`src/shared/eci_params.svh`:
```
// Constants for the event counter two-wire target interface.
// Included by the package and the eci_target module by bare name.
`ifndef ECI_PARAMS_SVH
`define ECI_PARAMS_SVH
`define ECI_TARGET_ADDR 7'h32
`define ECI_CNT_WIDTH 24
`define ECI_SCRATCH_WIDTH 21
`define ECI_CLEAR_PATTERN 3'h2
`define ECI_SCRATCH_RESET 21'h000000
`define ECI_CMD_RESET 3'h7
`define ECI_PTR_BIT 7
`define ECI_REG_BYTES 3'h3
`define ECI_IDLE_BYTE 8'hFF
`endif

```
`src/shared/eci_pkg.sv`:
```
// Types for the event counter two-wire target interface.
// Needs eci_params.svh on the include path.
package eci_pkg;
`include "eci_params.svh"
   typedef enum logic [5:0] {
      ST_IDLE  = 6'h01,
      ST_ADDR  = 6'h02,
      ST_WRITE = 6'h04,
      ST_WACK  = 6'h08,
      ST_READ  = 6'h10,
      ST_RACK  = 6'h20
   } eci_state_type;
endpackage

```
`src/verilog/eci_target.sv`:
```
// Two-wire target interface plus 24-bit event counter.
// Assumes scl, sda, count input and clear pin are asynchronous pins.
`timescale 1ns/100ps
`include "eci_params.svh"
// Functional notes
// - First byte after start is address 0110010 plus direction; answer only it.
// - Direction 0 writes scratch; direction 1 reads count or scratch.
// - Target acknowledges each byte received during a write.
// - All bytes travel most significant bit first.
// - Start instead of stop is a repeated start; new address accepted.
// - Count input edges ignored from start to stop; clear pin or command can still zero counter.
// - Plain read returns 24-bit count in bytes two to four, MSB first.
// - Reads beyond three register bytes return all ones.
// - Scratch stores bits from third byte bit 7 to fifth byte bit 3.
// - Fifth byte low bits 0,1,0 clear counter; others only update scratch.
// - Scratch read is dummy write pointer zero, repeated start, read.
// - Stop resets pointer so a later read returns count.
// - Clear pin never resets the serial interface.
// - No start or stop recognised while target drives data low.
// - Counter is 24-bit, increments on count rising edge, wraps.
// - Add one count if input low at start and high at stop.
// - Wrap output toggles on wrap; cleared by pin or command.
module eci_target
   import eci_pkg::*;
(
   // Clock and reset
   input wire logic i_clk,
   input wire logic i_rstn,
   // Two-wire bus
   input wire logic i_scl,
   input wire logic i_sda,
   output logic o_sda,
   output logic o_sda_oe,
   // Counter pins
   input wire logic i_count_in,
   input wire logic i_clear_n,
   output logic o_wrap,
   // Register views
   output logic [`ECI_CNT_WIDTH-1:0] o_count_value_bits,
   output logic [`ECI_SCRATCH_WIDTH-1:0] o_scratch_bits,
   output logic [2:0] o_counter_clear_command_bits
);
   import eci_pkg::*;
   logic rst_m_q, rstn_q;
   always_ff @(posedge i_clk or negedge i_rstn) begin
      if (!i_rstn) begin
         rst_m_q <= 1'b0;
         rstn_q <= 1'b0;
      end else begin
         rst_m_q <= 1'b1;
         rstn_q <= rst_m_q;
      end
   end

   logic scl_s, sda_s, cin_s, clr_s;
   eci_sync u_scl (.i_clk(i_clk), .i_rstn(rstn_q), .i_async(i_scl),
      .o_sync(scl_s));
   eci_sync u_sda (.i_clk(i_clk), .i_rstn(rstn_q), .i_async(i_sda),
      .o_sync(sda_s));
   eci_sync u_cin (.i_clk(i_clk), .i_rstn(rstn_q), .i_async(i_count_in),
      .o_sync(cin_s));
   eci_sync u_clr (.i_clk(i_clk), .i_rstn(rstn_q), .i_async(i_clear_n),
      .o_sync(clr_s));

   logic scl_q, sda_q, cin_q;
   always_ff @(posedge i_clk or negedge rstn_q) begin
      if (!rstn_q) begin
         scl_q <= 1'b1;
         sda_q <= 1'b1;
         cin_q <= 1'b1;
      end else begin
         scl_q <= scl_s;
         sda_q <= sda_s;
         cin_q <= cin_s;
      end
   end
   wire scl_rise = scl_s & ~scl_q;
   wire scl_fall = ~scl_s & scl_q;
   // Own drive blocks start and stop detection
   wire start_det = scl_s & scl_q & sda_q & ~sda_s & ~o_sda_oe;
   wire stop_det = scl_s & scl_q & ~sda_q & sda_s & ~o_sda_oe;
   wire cin_rise = cin_s & ~cin_q;

   // Serial engine state
   eci_state_type st_q, st_d;
   logic [7:0] sh_q, sh_d;
   logic [3:0] bit_q, bit_d;
   logic [2:0] byte_q, byte_d;
   logic dir_q, dir_d;
   logic ptr_q, ptr_d;
   logic busy_q, busy_d;
   logic cin_at_start_q, cin_at_start_d;
   logic oe_q, oe_d;
   logic [`ECI_SCRATCH_WIDTH-1:0] scr_q, scr_d;
   logic [2:0] cmd_q, cmd_d;
   logic [15:0] wbuf_q, wbuf_d;
   logic clr_cmd;
   logic stop_bump;

   function automatic logic [7:0] read_byte(input logic [2:0] idx,
      input logic sel_scr, input logic [23:0] cnt,
      input logic [23:0] scr);
      logic [23:0] src;
      src = sel_scr ? scr : cnt;
      case (idx)
         3'h0: read_byte = src[23:16];
         3'h1: read_byte = src[15:8];
         3'h2: read_byte = src[7:0];
         default: read_byte = `ECI_IDLE_BYTE;
      endcase
   endfunction

   logic [23:0] cnt_q, cnt_d;
   logic wrap_q, wrap_d;

   always_comb begin
      st_d = st_q;
      sh_d = sh_q;
      bit_d = bit_q;
      byte_d = byte_q;
      dir_d = dir_q;
      ptr_d = ptr_q;
      busy_d = busy_q;
      cin_at_start_d = cin_at_start_q;
      oe_d = oe_q;
      scr_d = scr_q;
      cmd_d = cmd_q;
      wbuf_d = wbuf_q;
      clr_cmd = 1'b0;
      stop_bump = 1'b0;
      if (start_det) begin
         // Repeated start keeps pointer and busy
         if (!busy_q) begin
            cin_at_start_d = cin_s;
         end
         busy_d = 1'b1;
         st_d = ST_ADDR;
         bit_d = 4'h0;
         byte_d = 3'h0;
         oe_d = 1'b0;
      end else if (stop_det) begin
         // Only stop clears busy; it returns to idle and sets pointer back to count
         stop_bump = busy_q & ~cin_at_start_q & cin_s;
         busy_d = 1'b0;
         ptr_d = 1'b1;
         st_d = ST_IDLE;
         oe_d = 1'b0;
      end else begin
         case (st_q)
            ST_IDLE: begin
               oe_d = 1'b0;
            end
            ST_ADDR, ST_WRITE: begin
               if (scl_rise) begin
                  sh_d = {sh_q[6:0], sda_s};
                  bit_d = bit_q + 4'h1;
               end
               if (scl_fall && bit_q == 4'h8) begin
                  bit_d = 4'h0;
                  if (st_q == ST_ADDR) begin
                     if (sh_q[7:1] == `ECI_TARGET_ADDR) begin
                        dir_d = sh_q[0];
                        oe_d = 1'b1;
                        st_d = ST_WACK;
                     end else begin
                        st_d = ST_IDLE;
                     end
                  end else begin
                     oe_d = 1'b1;
                     st_d = ST_WACK;
                     case (byte_q)
                        3'h0: ptr_d = sh_q[`ECI_PTR_BIT];
                        3'h1: wbuf_d[15:8] = sh_q;
                        3'h2: wbuf_d[7:0] = sh_q;
                        3'h3: begin
                           scr_d = {wbuf_q, sh_q[7:3]};
                           cmd_d = sh_q[2:0];
                           clr_cmd = sh_q[2:0] == `ECI_CLEAR_PATTERN;
                        end
                        default: ;
                     endcase
                     if (byte_q != 3'h7) begin
                        byte_d = byte_q + 3'h1;
                     end
                  end
               end
            end
            ST_WACK: begin
               if (scl_fall) begin
                  if (dir_q) begin
                     sh_d = read_byte(3'h0, ~ptr_q, cnt_q,
                        {scr_q, cmd_q});
                     byte_d = 3'h1;
                     oe_d = ~sh_d[7];
                     st_d = ST_READ;
                  end else begin
                     oe_d = 1'b0;
                     st_d = ST_WRITE;
                  end
               end
            end
            ST_READ: begin
               if (scl_fall) begin
                  bit_d = bit_q + 4'h1;
                  if (bit_q == 4'h7) begin
                     oe_d = 1'b0;
                     st_d = ST_RACK;
                  end else begin
                     sh_d = {sh_q[6:0], 1'b1};
                     oe_d = ~sh_q[6];
                  end
               end
            end
            ST_RACK: begin
               if (scl_rise) begin
                  // Missing ack ends our drive
                  if (sda_s) begin
                     st_d = ST_IDLE;
                  end
               end else if (scl_fall) begin
                  bit_d = 4'h0;
                  sh_d = read_byte(byte_q, ~ptr_q, cnt_q, {scr_q, cmd_q});
                  if (byte_q != 3'h7) begin
                     byte_d = byte_q + 3'h1;
                  end
                  oe_d = ~sh_d[7];
                  st_d = ST_READ;
               end
            end
            default: st_d = ST_IDLE;
         endcase
      end
   end

   // Counter: frozen while busy, clear pin or command zero it
   always_comb begin
      cnt_d = cnt_q;
      wrap_d = wrap_q;
      if (!clr_s || clr_cmd) begin
         cnt_d = '0;
         wrap_d = 1'b0;
      end else if ((cin_rise && !busy_q) || stop_bump) begin
         cnt_d = cnt_q + 24'h000001;
         if (cnt_q == 24'hFFFFFF) begin
            wrap_d = ~wrap_q;
         end
      end
   end

   always_ff @(posedge i_clk or negedge rstn_q) begin
      if (!rstn_q) begin
         st_q <= ST_IDLE;
         sh_q <= 8'h00;
         bit_q <= 4'h0;
         byte_q <= 3'h0;
         dir_q <= 1'b0;
         ptr_q <= 1'b1;
         busy_q <= 1'b0;
         cin_at_start_q <= 1'b1;
         oe_q <= 1'b0;
         scr_q <= `ECI_SCRATCH_RESET;
         cmd_q <= `ECI_CMD_RESET;
         wbuf_q <= 16'h0000;
         cnt_q <= 24'h000000;
         wrap_q <= 1'b0;
      end else begin
         st_q <= st_d;
         sh_q <= sh_d;
         bit_q <= bit_d;
         byte_q <= byte_d;
         dir_q <= dir_d;
         ptr_q <= ptr_d;
         busy_q <= busy_d;
         cin_at_start_q <= cin_at_start_d;
         oe_q <= oe_d;
         scr_q <= scr_d;
         cmd_q <= cmd_d;
         wbuf_q <= wbuf_d;
         cnt_q <= cnt_d;
         wrap_q <= wrap_d;
      end
   end

   assign o_sda = 1'b0;
   assign o_sda_oe = oe_q;
   assign o_wrap = wrap_q;
   assign o_count_value_bits = cnt_q;
   assign o_scratch_bits = scr_q;
   assign o_counter_clear_command_bits = cmd_q;

   // Checks
   property p_busy_freeze;
      @(posedge i_clk) disable iff (!rstn_q)
         (busy_q && !stop_bump && clr_s && !clr_cmd) |=> $stable(cnt_q);
   endproperty
   a_busy_freeze: assert property (p_busy_freeze)
      else $error("Counter moved during transfer");
   property p_ack_addr;
      @(posedge i_clk) disable iff (!rstn_q)
         (st_q == ST_ADDR && st_d == ST_WACK) |=> oe_q;
   endproperty
   a_ack_addr: assert property (p_ack_addr)
      else $error("Address not acknowledged");
   property p_nomatch;
      @(posedge i_clk) disable iff (!rstn_q)
         (st_q == ST_ADDR && scl_fall && bit_q == 4'h8 &&
          sh_q[7:1] != `ECI_TARGET_ADDR) |=> !oe_q;
   endproperty
   a_nomatch: assert property (p_nomatch)
      else $error("Drove bus for foreign address");
   property p_wack;
      @(posedge i_clk) disable iff (!rstn_q)
         (st_q == ST_WRITE && st_d == ST_WACK) |=> oe_q;
   endproperty
   a_wack: assert property (p_wack)
      else $error("Write byte not acknowledged");
   property p_clear;
      @(posedge i_clk) disable iff (!rstn_q)
         clr_cmd |=> (cnt_q == 24'h000000 && !wrap_q);
   endproperty
   a_clear: assert property (p_clear)
      else $error("Clear command ignored");
   property p_stop_ptr;
      @(posedge i_clk) disable iff (!rstn_q)
         stop_det |=> (ptr_q && !busy_q && st_q == ST_IDLE);
   endproperty
   a_stop_ptr: assert property (p_stop_ptr)
      else $error("Stop did not reset pointer");
   property p_no_cond_driving;
      @(posedge i_clk) disable iff (!rstn_q)
         o_sda_oe |-> (!start_det && !stop_det);
   endproperty
   a_no_cond_driving: assert property (p_no_cond_driving)
      else $error("Condition seen while driving");
   property p_wrap;
      @(posedge i_clk) disable iff (!rstn_q)
         (cnt_q == 24'hFFFFFF && cnt_d == 24'h000000 && clr_s && !clr_cmd)
         |=> (wrap_q != $past(wrap_q));
   endproperty
   a_wrap: assert property (p_wrap)
      else $error("Wrap output did not toggle");
endmodule

```
`src/verilog/eci_sync.sv`:
```
// Two-flop synchroniser for one level from outside the clock domain.
// Assumes i_rstn already released synchronously by the top.
`timescale 1ns/100ps
module eci_sync (
   // Clock and reset
   input wire logic i_clk,
   input wire logic i_rstn,
   // Level in and out
   input wire logic i_async,
   output logic o_sync
);
   logic meta_q;
   logic sync_q;
   always_ff @(posedge i_clk or negedge i_rstn) begin
      if (!i_rstn) begin
         meta_q <= 1'b1;
         sync_q <= 1'b1;
      end else begin
         meta_q <= i_async;
         sync_q <= meta_q;
      end
   end
   assign o_sync = sync_q;
endmodule

```
`config.mk`:
```
export PLATFORM = sky130hd
export DESIGN_NAME = eci_target
export DESIGN_NICKNAME = d
export VERILOG_FILES = /design/src/shared/eci_pkg.sv /design/src/verilog/eci_target.sv /design/src/verilog/eci_sync.sv
export VERILOG_INCLUDE_DIRS = /design/src /design/src/shared
export SDC_FILE = /design/constraint.sdc
export NUM_CORES = 1
export LEC_CHECK = 0
export BUFFER_PORTS_ARGS = -buffer_cell sky130_fd_sc_hd__buf_2
export CAP_MARGIN = 5
export CORE_ASPECT_RATIO = 1.2
export CORE_MARGIN = 5
export CORE_UTILIZATION = 59
export CTS_CLUSTER_SIZE = 8
export DETAILED_ROUTE_END_ITERATION = 8
export PLACE_DENSITY = 0.85
export SETUP_SLACK_MARGIN = 0.5
export SLEW_MARGIN = 20
export SYNTH_ARGS = -nofsm -noshare
export SYNTH_HDL_FRONTEND = slang
export SYNTH_HIERARCHICAL = 1
export SYNTH_SLANG_ARGS = --single-unit
```
`constraint.sdc`:
```
create_clock -name i_clk -period 4.2 [get_ports i_clk]
set_input_delay 0.42 -clock i_clk [delete_from_list [all_inputs] [get_ports i_clk]]
set_output_delay 0.42 -clock i_clk [all_outputs]
set_load 0.1 [all_outputs]
```
After elaboration in Yosys (flattened, before gate mapping)
Cells that the tools add are included.

Bitwise operators: 27. Reductions and logical operators: 30. Add/sub/neg operators: 3. Mux-type cells: 83. Equal/unequal tests: 42.

Operators by type and width (number): 8-bit two-way mux (17); 24-bit two-way mux (3); 6-bit two-way mux (10); 4-bit two-way mux (8); 8-bit one-hot mux with 4 select lines (1); 6-bit one-hot mux with 5 select lines (1); 6-bit AND reduction (5); 1-bit two-way mux (29); 4-bit != test (second input constant) (7); 3-bit two-way mux (9); 3-bit != test (second input constant) (9); 24-bit by 1-bit adder with 24-bit output (second input constant) (1); 24-bit equality test (second input constant) (1); 8-bit one-hot mux with 3 select lines (1); 2-bit != test (second input constant) (9); 1-bit inverter (15); 7-bit AND reduction (2); 1-bit AND (12); 4-bit one-hot mux with 3 select lines (1); 2-bit nonzero test (6); 4-bit nonzero test (3); 5-bit != test (second input constant) (2); 10-bit AND reduction (1); 3-bit by 2-bit equality test with 1-bit output (second input constant) (3); 25 further kinds (29).

Input port bits: 6. Register bits after elaboration: 104. Word-level logic and storage cells: 213. Output and inout port bits: 51.

Longest topological paths before layout
Gate-level depths: netlist of run 1.

Depth in word-level cells: 13. Depth in mapped cells: 8. Gate-level depth less buffers: 7.

By module
The synthesis of run 1 kept the hierarchy.

By module, submodules not included: eci_target (times used 1, cells each 507, area each 5390.2 µm², sequential area each 2413.6 µm²); eci_sync (times used 4, cells each 2, area each 52.6 µm², sequential area each 52.6 µm²).

Worst setup path before layout of run 1
No wires, ideal clock.

Path type: register -> register. Start point: register oe_q, in the netlist o_sda_oe. End point: register cnt_q[23], in the netlist o_count_value_bits[23]. Required time: 4123 ps. Arrival time: 2377 ps. Cell stages (with the launch flop): 7. Setup time: 77 ps. Buffers on the path: 1. Period minus slack after synthesis: 2455 ps. Path slack: 1745 ps. Cells stage by stage: dfrtp_1 -> nand4bb_1 -> o22ai_1 -> nand4_1 -> clkbuf_1 -> or3_1 -> a21oi_1.

Longest elaborated chain between the ends: 6. Elaborated cells on any way between the ends: 11. Classes of those cells: 5 x mux; 3 x bitwise; 3 x reduce/logical.

Ends and longest elaborated chain: start: declaration (line eci_target.sv:93) `logic oe_q, oe_d;`; start signal: assignment (line eci_target.sv:260) `oe_q <= 1'b0;`; start signal: assignment (line eci_target.sv:275) `oe_q <= oe_d;`; 1-bit inverter (*) (line eci_target.sv:80, eci_target.sv:81); 1-bit AND (line eci_target.sv:81) `wire stop_det = scl_s & scl_q & ~sda_q & sda_s & ~o_sda_oe;`; 1-bit two-way mux (line eci_target.sv:141) `end else if (stop_det) begin`; 1-bit two-way mux (line eci_target.sv:131) `if (start_det) begin`; 1-bit logical OR (on tied branches) (line eci_target.sv:239, eci_target.sv:242); 24-bit two-way mux / 2-bit nonzero test (equally long branches); end signal: assignment (line eci_target.sv:279) `cnt_q <= cnt_d;`; end: declaration (line eci_target.sv:113) `logic [23:0] cnt_q, cnt_d;`.

Every way passes the cells marked *; elsewhere a longest branch is shown, timed or not. A chain may end at the register's enable or synchronous reset.

Worst setup path after layout of run 1
Start point: register u_scl.sync_q, in the netlist u_scl/o_sync. End point: register cnt_q[21], in the netlist o_count_value_bits[21].

Longest elaborated chain between the ends: 9. Elaborated cells on any way between the ends: 20. Classes of those cells: 7 x mux; 9 x bitwise; 4 x reduce/logical.

Ends and longest elaborated chain: start: declaration (line eci_sync.sv:13) `logic sync_q;`; start signal: assignment (line eci_sync.sv:20) `sync_q <= meta_q;`; 1-bit inverter (line eci_target.sv:78) `wire scl_fall = ~scl_s & scl_q;`; 1-bit AND (line eci_target.sv:78); 1-bit logical AND (line eci_target.sv:158) `if (scl_fall && bit_q == 4'h8) begin`; 1-bit two-way mux (line eci_target.sv:158); 1-bit two-way mux (line eci_target.sv:149) `case (st_q)`; 1-bit two-way mux (line eci_target.sv:141); 1-bit two-way mux (line eci_target.sv:131); 1-bit logical OR (line eci_target.sv:239) `if (!clr_s || clr_cmd) begin`; 24-bit two-way mux / 2-bit nonzero test (equally long branches).

Several ways; a longest one is shown, not always the timed one.

==> results of run 1 <==
[cell usage in the layout, fill, tap and decap left out, types with 4 or more instances in the layout]
cell,n
a21oi_1,17
a221o_1,4
a22o_1,11
a22oi_1,5
a31oi_1,6
and2_1,5
and3_1,7
and4_1,4
buf_2,55
buf_4,4
clkbuf_16,9
dfrtp_1,86
dfstp_2,17
ha_1,12
inv_1,15
mux2_2,57
mux2i_1,8
nand2_1,29
nand2b_1,12
nand3_1,17
nand3b_1,4
nand4_1,16
nor2_1,24
nor2b_1,7
nor3_1,9
nor4_1,4
o21ai_0,15
o22ai_1,4
or3_1,8
or4_1,6
xnor2_1,5
xor2_1,13
[kinds of logic (layout without fill, tap and decap cells)]
group | count (synthesis) | count (layout) | synth area share, %
AND/OR/NAND/NOR | 171 | 171 | 17.9
AO/OA/AOI/OAI | 104 | 104 | 14.0
flip-flops | 104 | 104 | 46.8
multiplexers | 65 | 65 | 12.9
buffers and inverters | 39 | 91 | 2.79
XOR/XNOR | 18 | 18 | 2.81
adder cells (fa/ha/maj) | 12 | 12 | 2.68
other | 2 | 2 | 0.134
[how the worst max path moves through the flow]
stage	slack, ps	endpoint	cells after the start	from
after floorplan	1120	bit_q[0]$_DFFE_PN0P_	0	rstn_q$_DFF_PN0_
after global placement	1510	o_count_value_bits[21]$_DFFE_PN0P_	7	u_scl/o_sync$_DFF_PN1_
final	1370	o_count_value_bits[21]$_DFFE_PN0P_	7	u_scl/o_sync$_DFF_PN1_
after detailed placement	1410	o_count_value_bits[21]$_DFFE_PN0P_	7	u_scl/o_sync$_DFF_PN1_
after global routing	1160	o_count_value_bits[21]$_DFFE_PN0P_	7	u_scl/o_sync$_DFF_PN1_
after CTS	1380	o_count_value_bits[21]$_DFFE_PN0P_	7	u_scl/o_sync$_DFF_PN1_
[report_power, final]
group / internal [mW] / switching [mW]
sequential: 1.08 / 0.147
combinational: 0.227 / 0.298
clock: 0.427 / 0.421
total: 1.73 / 0.867
[sequential cells by signal, indices dropped and copies added, names as in the netlist, 3 cells and up]
register,count
bit_q,4
byte_q,3
o_count_value_bits,24
o_counter_clear_command_bits,3
o_scratch_bits,21
sh_q,8
st_q,6
wbuf_q,16
[worst max-delay path, cell delays in order, from the launching register on]
cell	delay, ps
dfstp_2	570
ha_1	160
nand4bb_1	330
o22ai_1	250
buf_4	230
nand4_1	430
or4_1	610
a21oi_1	160
[cell type report]
class | count | area [um2] | share of cell area, %
clock inverter | 7 | 81.3 | 1.30
timing repair buffer | 60 | 315 | 5.02
clock buffer | 9 | 225 | 3.59
inverter | 15 | 56.3 | 0.897
sequential | 104 | 2630 | 41.8
multi-input combinational | 372 | 2820 | 44.9
tap | 123 | 154 | 2.45
[layer usage]
metal	GRT usage, %	up-vias
li1	-	2027
met1	32.9	2243
met2	42.7	188
met3	4.24	39
met4	11.1	0
met5	0	-
[through the flow]
stage | setup slack (ps) | cell area (um2) | power [mW]
floorplan | 1120 | 5600 | 1.61
global placement | 1510 | 5960 | 1.74
detailed placement | 1410 | 5960 | 1.76
CTS | 1380 | 6280 | 2.61
global route | 1160 | 6280 | 2.71
finish | 1370 | 6280 | 2.60
==> flow_metrics.tcl, run 1 <==
set metrics [dict create \
    max_cap_viol_count 0 \
    post-synth-top-count-cell "dfrtp_1" \
    start_kind "flip-flop" \
    finish.utilization_pct 66.7 \
    yosysWarningCount 6 \
    routed-wl-met3_um 921 \
    min_period_ps 2830 \
    synth_area_um2 5600 \
    synth_seq_area_share_pct 46.8 \
    regToRegSetupSlack_ps 1370 \
    cts_max_level 3 \
    peakVddDrop_mv 0.291 \
    worst_slew_pin_slew_ps 932 \
    cts_resized 0 \
    synth_top_cell_area_share_pct 38.9 \
    hold_violations 0 \
    insertion_delay_ps 360 \
    pin_count 57 \
    synth_edf_count 0 \
    cts_setup_buffers 0 \
    yosys_register_bits 104 \
    drtIter0Drc 375 \
    drive_gt1_share_pct 29.5 \
    hold_depth 1 \
    ys.flop_type "dfrtp_1" \
    die_area_um2 11500 \
    ys_top_cells_by_area "dfrtp_1, mux2_2, dfstp_2" \
    hold_start "i_clear_n" \
    cts_tree "built" \
    rsz0062_at_grt "no" \
    root_buffer "clkbuf_16" \
    synth.distinct_cells 75 \
    n_antenna_cell 0 \
    fillers 702 \
    routed.top_layer "met4" \
    arrival_ps 3110 \
    reg2reg_depth 7 \
    ant_nets 0 \
    cts_buffers 9 \
    start_util_pct 59.5 \
    grt_overflow_total 0 \
    path_class "reg2reg" \
    layoutNonFillerInstCount 690 \
    area_delta_synth_final_pct 12.1 \
    drt-met1-wl_mm 5.71 \
    grt_pass1_vias 4468 \
    hpwlAfterDp_mm 9.91 \
    routed-via-count 4497 \
    finalSetupTns_ps 0 \
    drv_slew 0 \
    grt_start_max_net_pins 74 \
    r2r-start "u_scl/o_sync$_DFF_PN1_" \
    holdCritPathClass "in2reg" \
    nNetsFinal 580 \
    finalSetupViolCount 0 \
    holdWs_ps 156 \
    ys_top_cells_by_count "dfrtp_1, mux2_2, nand2_1, nor2_1" \
    cp-end-kind "flip-flop" \
    clock-sinks 104 \
    wire_per_inst_um 20.6 \
    core_um2 9420 \
    slew-limit-headroom_pct 37.9 \
    cp.required_ps 4480 \
    vias_per_cell 6.52 \
    cts.clk_slew.worst_paths_ps 80 \
    powerDensity_nw_per_um2 414 \
    status "completed" \
    io_buffers 55 \
    cp_max_fo 15 \
    drc_errors 0 \
    hold_buffers 1 \
    yosysTopAreaCell "dfrtp_1" \
    mappedNetlistNets 533 \
    r2r_end "o_count_value_bits[21]$_DFFE_PN0P_" \
    period_share_pct 67.3 \
    gr-usage-all-layers_pct 25.5 \
    dpl.cell_count 673 \
    routed-wl-met2_mm 7.13 \
    die_y_um 117 \
    synthArstFlopShare_pct 100 \
    clockBufferDepth 2 \
    fp.dieW_um 98.9 \
    finClkSkew_ps 9.33 \
    antenna_found_initial 0 \
    place_congestion 0.946 \
    syn-mean-instance-area_um2 10.9 \
    p_leak_nw 2.91 \
    hold_end "u_clr/meta_q$_DFF_PN1_" \
    rows 39 \
    dr.pass1.iters 5 \
    fmax_mhz 354 \
    synth_cells 515 \
    wirelength_mm 14.2 \
    grt_pass1_wl_mm 23.2 \
]
No activity file was read; power rests on OpenSTA's default activity.
==> run 2: changes to the inputs <==
Clock period 4.2 ns to 2.9 ns, I/O delays scaled along.
==> run 2 against run 1 <==
Register-to-register slack lost 920 ps. Sequential power grew 44%. Critical path depth shrank 2. Fmax grew 15%. Final area grew 4.2%. Setup slack lost 920 ps.
==> flow_metrics.tcl, run 2 (synthesized netlist as in run 1, its figures left out) <==
set metrics [dict create \
    clock-sinks 104 \
    cts_buffers 9 \
    period_share_pct 84.4 \
    nNetsFinal 597 \
    cp-end-kind "flip-flop" \
    powerDensity_nw_per_um2 587 \
    dpl.cell_count 683 \
    power.total_mw 3.84 \
    cp_cell_sequence "or4_4 > or3b_4 > o221ai_4 > nand3b_4 > mux2_2" \
    peakVddDrop_mv 0.411 \
    layoutNonFillerInstCount 707 \
    drc_errors 0 \
    worst-path-buf-inv 0 \
    finalSetupTns_ps 0 \
    insertion_delay_ps 350 \
    gr-usage-all-layers_pct 26.0 \
    hpwlAfterDp_mm 10.1 \
    drtIter0Drc 423 \
    core_um2 9420 \
    wirelength_mm 14.9 \
    place_area_um2 6060 \
    die_y_um 117 \
    holdCritPathClass "in2reg" \
    drv_slew 0 \
    finClkSkew_ps 9.00 \
    area_delta_synth_final_pct 16.8 \
    arrival_ps 2680 \
    slew-limit-headroom_pct 46.3 \
    root_buffer "clkbuf_16" \
    vias_per_cell 6.60 \
    rows 39 \
    rsz0062_at_grt "yes" \
    grt_pass1_vias 4517 \
    path_class "reg2reg" \
    largest_reg_flops 24 \
    n_antenna_cell 0 \
    final_common_cell "dfrtp_1" \
    routed-via-count 4666 \
    cp_max_fo 8 \
    grt_pass1_wl_mm 23.9 \
    grt_overflow_total 0 \
    fp.dieW_um 98.9 \
    io_buffers 55 \
    grt_start_max_net_pins 60 \
    drive_gt1_share_pct 34.6 \
    cts_tree "built" \
    mostFrequentLayoutCells "dfrtp_1, buf_2, mux2_2" \
    place_congestion 0.901 \
    crit_family "simple AND/OR/NAND/NOR gates" \
    status "completed" \
    postLayoutCellArea_um2 6540 \
    fmax_mhz 409 \
    antenna_found_initial 0 \
    die_area_um2 11500 \
    slowest_stage "or4_4" \
    wire_per_inst_um 21.1 \
    finalSetupViolCount 0 \
    max_cap_viol_count 0 \
    cp.required_ps 3130 \
    start_kind "flip-flop" \
    clockBufferDepth 2 \
    min_period_ps 2450 \
    slowest_delay_ps 540 \
    cts.clk_slew.worst_paths_ps 70 \
    hold_violations 0 \
    start_util_pct 59.5 \
    cts_max_level 3 \
    worst_slew_pin_slew_ps 806 \
    holdWs_ps 38.6 \
    pin_count 57 \
    ant_nets 0 \
    dr.pass1.iters 5 \
    p_leak_nw 3.01 \
]
run 2: cell types whose count changed in the layout (fill, tap and decap cells not counted), sizes merged:
cell and change:
buf +17, clkinvlp +3, inv -3, clkbuf +1
clkinv -1
run 2: timing repair:
action	CTS	global route
cloned	0	0
endpoints found under the setup margin	30	36
buffers inserted	1	6
pin swaps	3	6
hold endpoints to repair	2	0
gates resized for setup	6	23
hold buffers	1	0
run 2: worst register-to-register path, stage by stage (launching register included):
cell and delay [ps]:
dfrtp_1 480, or4_4 540, or3b_4 440, o221ai_4 230, nand3b_4 280, mux2_2 360
run 2: area by class of cell:
type,instances,area [um2]
tap,123,154
timing repair buffer,77,463
clock inverter,6,51.3
multi-input combinational,372,2950
clock buffer,10,239
sequential,104,2640
fill,666,2870
inverter,15,56.3
run 2: per-stage QoR:
stage	worst slack, ps	utilization, %
after floorplan	547	-
after global placement	430	64.3
after detailed placement	315	64.3
after CTS	503	67.8
after global routing	420	69.5
final	452	69.5
run 2: path summary, 6_finish.rpt:
path / start / endpoint / slack, ps / cells after the start
max in group asynchronous: rstn_q$_DFF_PN0_ / st_q[0]$_DFFE_PN1P_ / 1730 / 1
min reg2reg: rst_m_q$_DFF_PN0_ / rstn_q$_DFF_PN0_ / 360 / 0
min in group asynchronous: i_rstn / rstn_q$_DFF_PN0_ / 250 / 2
min: i_clear_n / u_clr/meta_q$_DFF_PN1_ / 40 / 1
max: st_q[5]$_DFFE_PN0P_ / sh_q[0]$_DFFE_PN0P_ / 450 / 5
max reg2reg: st_q[5]$_DFFE_PN0P_ / sh_q[0]$_DFFE_PN0P_ / 450 / 5
run 2: report_power, final:
| group | switching, mW | internal, mW | leakage (nW) |
|---|---|---|---|
| Sequential | 0.196 | 1.56 | 1.37 |
| Clock | 0.559 | 0.616 | 0.133 |
| Combinational | 0.511 | 0.400 | 1.51 |
run 2: layer usage:
layer | wire length, um | global-route usage (%) | share of wire (%)
met1 | 6110 | 33.7 | 41
met4 | 539 | 11.4 | 3.6
met5 | 0 | 0 | 0
met2 | 7370 | 43.9 | 49
met3 | 894 | 3.64 | 6.0
==> run 3: changes to the inputs <==
Clock period 2.9 ns to 2.5 ns, I/O delays scaled along.
==> run 3 against run 2 <==
Via count is 6.2% higher. Critical path type unchanged. Largest power group unchanged. Sequential share of layout area is 2.5 points lower. Wire length is 12% higher.
==> flow_metrics.tcl, run 3 (synthesized netlist as in run 1, its figures left out) <==
set metrics [dict create \
    clock_power_share_pct 29.2 \
    io_buffers 55 \
    slew-limit-headroom_pct 60.6 \
    p_seq_share_pct 42.9 \
    largest_reg_flops 24 \
    hold_violations 0 \
    finalSetupViolCount 0 \
    grt_pass1_vias 4889 \
    vias_per_cell 6.78 \
    die_y_um 117 \
    comb_power_share_pct 27.9 \
    grt_overflow_total 0 \
    drtIter0Drc 476 \
    die_area_um2 11500 \
    peakVddDrop_mv 0.444 \
    finalSetupTns_ps 0 \
    rsz0062_at_grt "yes" \
    fp.dieW_um 98.9 \
    antenna_found_initial 0 \
    start_kind "flip-flop" \
    min_period_ps 2290 \
    path_class "reg2reg" \
    n_antenna_cell 0 \
    insertion_delay_ps 350 \
    p_int_mw 3.09 \
    finish.utilization_pct 74.8 \
    powerDensity_nw_per_um2 662 \
    pin_count 57 \
    power.total_mw 4.66 \
    fmax_mhz 437 \
    core_um2 9420 \
    ant_nets 0 \
    clock-sinks 104 \
    postLayoutCellArea_um2 7040 \
    nNetsFinal 621 \
    drive_gt1_share_pct 43.4 \
    cts_max_level 3 \
    gr-usage-all-layers_pct 27.9 \
    mostFrequentLayoutCells "dfrtp_1, buf_2, mux2_2" \
    place_area_um2 6200 \
    dr.pass1.iters 7 \
    cp.required_ps 2740 \
    place_congestion 0.942 \
    holdCritPathClass "in2async" \
    max_cap_viol_count 0 \
    area_delta_synth_final_pct 25.7 \
    drc_errors 0 \
    grt_pass1_wl_mm 25.6 \
    grt_start_max_net_pins 59 \
    p_switching_mw 1.58 \
    cts_buffers 9 \
    final_common_cell "dfrtp_1" \
    arrival_ps 2530 \
    holdWs_ps 203 \
    cp_max_fo 25 \
    routed-via-count 4956 \
    switching_share_pct 33.8 \
    wire_per_inst_um 22.9 \
    period_share_pct 91.6 \
    worst_slew_pin_slew_ps 591 \
    finClkSkew_ps 8.06 \
    cp-end-kind "flip-flop" \
    cts.clk_slew.worst_paths_ps 70 \
    wirelength_mm 16.7 \
    cts_tree "built" \
    status "completed" \
    hpwlAfterDp_mm 10.4 \
    root_buffer "clkbuf_16" \
    clockBufferDepth 2 \
    p_leak_nw 3.16 \
    start_util_pct 59.5 \
    rows 39 \
    drv_slew 0 \
]
-- run 3: area by class of cell --
cell class,instances,area [um2]
Clock buffer,9,225
Inverter,15,56.3
Fill cell,596,2380
Tap cell,123,154
Multi-Input combinational cell,372,3140
Clock inverter,7,65.1
Sequential cell,104,2660
Timing Repair Buffer,101,741
-- run 3: final timing paths --
kind                       slack (ps)  depth (start not counted)                                  to         startpoint
min in group i_clk                360                          0                    rstn_q$_DFF_PN0_  rst_m_q$_DFF_PN0_
max reg2reg                       210                          7  o_count_value_bits[13]$_DFFE_PN0P_    scl_q$_DFF_PN1_
min                               200                          2                    rstn_q$_DFF_PN0_             i_rstn
max in group asynchronous        1400                          1                     scl_q$_DFF_PN1_   rstn_q$_DFF_PN0_
min reg2reg                       330                          0              wbuf_q[15]$_DFFE_PN0P_   rstn_q$_DFF_PN0_
max                               210                          7  o_count_value_bits[13]$_DFFE_PN0P_    scl_q$_DFF_PN1_
-- run 3: layer usage --
layer,vias to the layer above,part of all wire (%),track usage [%]
li1,2114,-,-
met1,2442,38,34.9
met2,316,49,47.2
met3,84,6.9,4.54
met4,0,5.6,13.8
met5,-,0,0
-- run 3: metrics by stage --
step / setup WS, ps / instances
2_1_floorplan: 161 / 515
3_3_place_gp: 251 / 688
6_report: 210 / 731
4_1_cts: 212 / 721
3_5_place_dp: 196 / 688
5_1_grt: 178 / 731
-- run 3: critical path, cell delays in order, from the launching register on --
cell,delay [ps]
dfstp_2,570
ha_4,140
nand4b_1,250
nor3_4,400
nand3_4,150
o41ai_4,290
buf_12,210
o21ba_2,170
-- run 3: timing repair --
item                                    CTS  global route
endpoints found under the hold margin     6             0
endpoints found under the setup margin   86            88
pin swaps                                15            15
gates cloned                              0             1
hold buffers                              5             0
setup buffers                            12             9
resized for setup                        29            37
-- run 3: power groups by stage --
| stage | sequential (mW) | clock [mW] | combinational [mW] |
|---|---|---|---|
| floorplan | 1.99 | 0 | 0.740 |
| global placement | 2.01 | 0 | 0.979 |
| detailed placement | 2.01 | 0 | 0.997 |
| CTS | 1.99 | 1.37 | 1.11 |
| global route | 2.01 | 1.45 | 1.39 |
| finish | 2.00 | 1.36 | 1.30 |
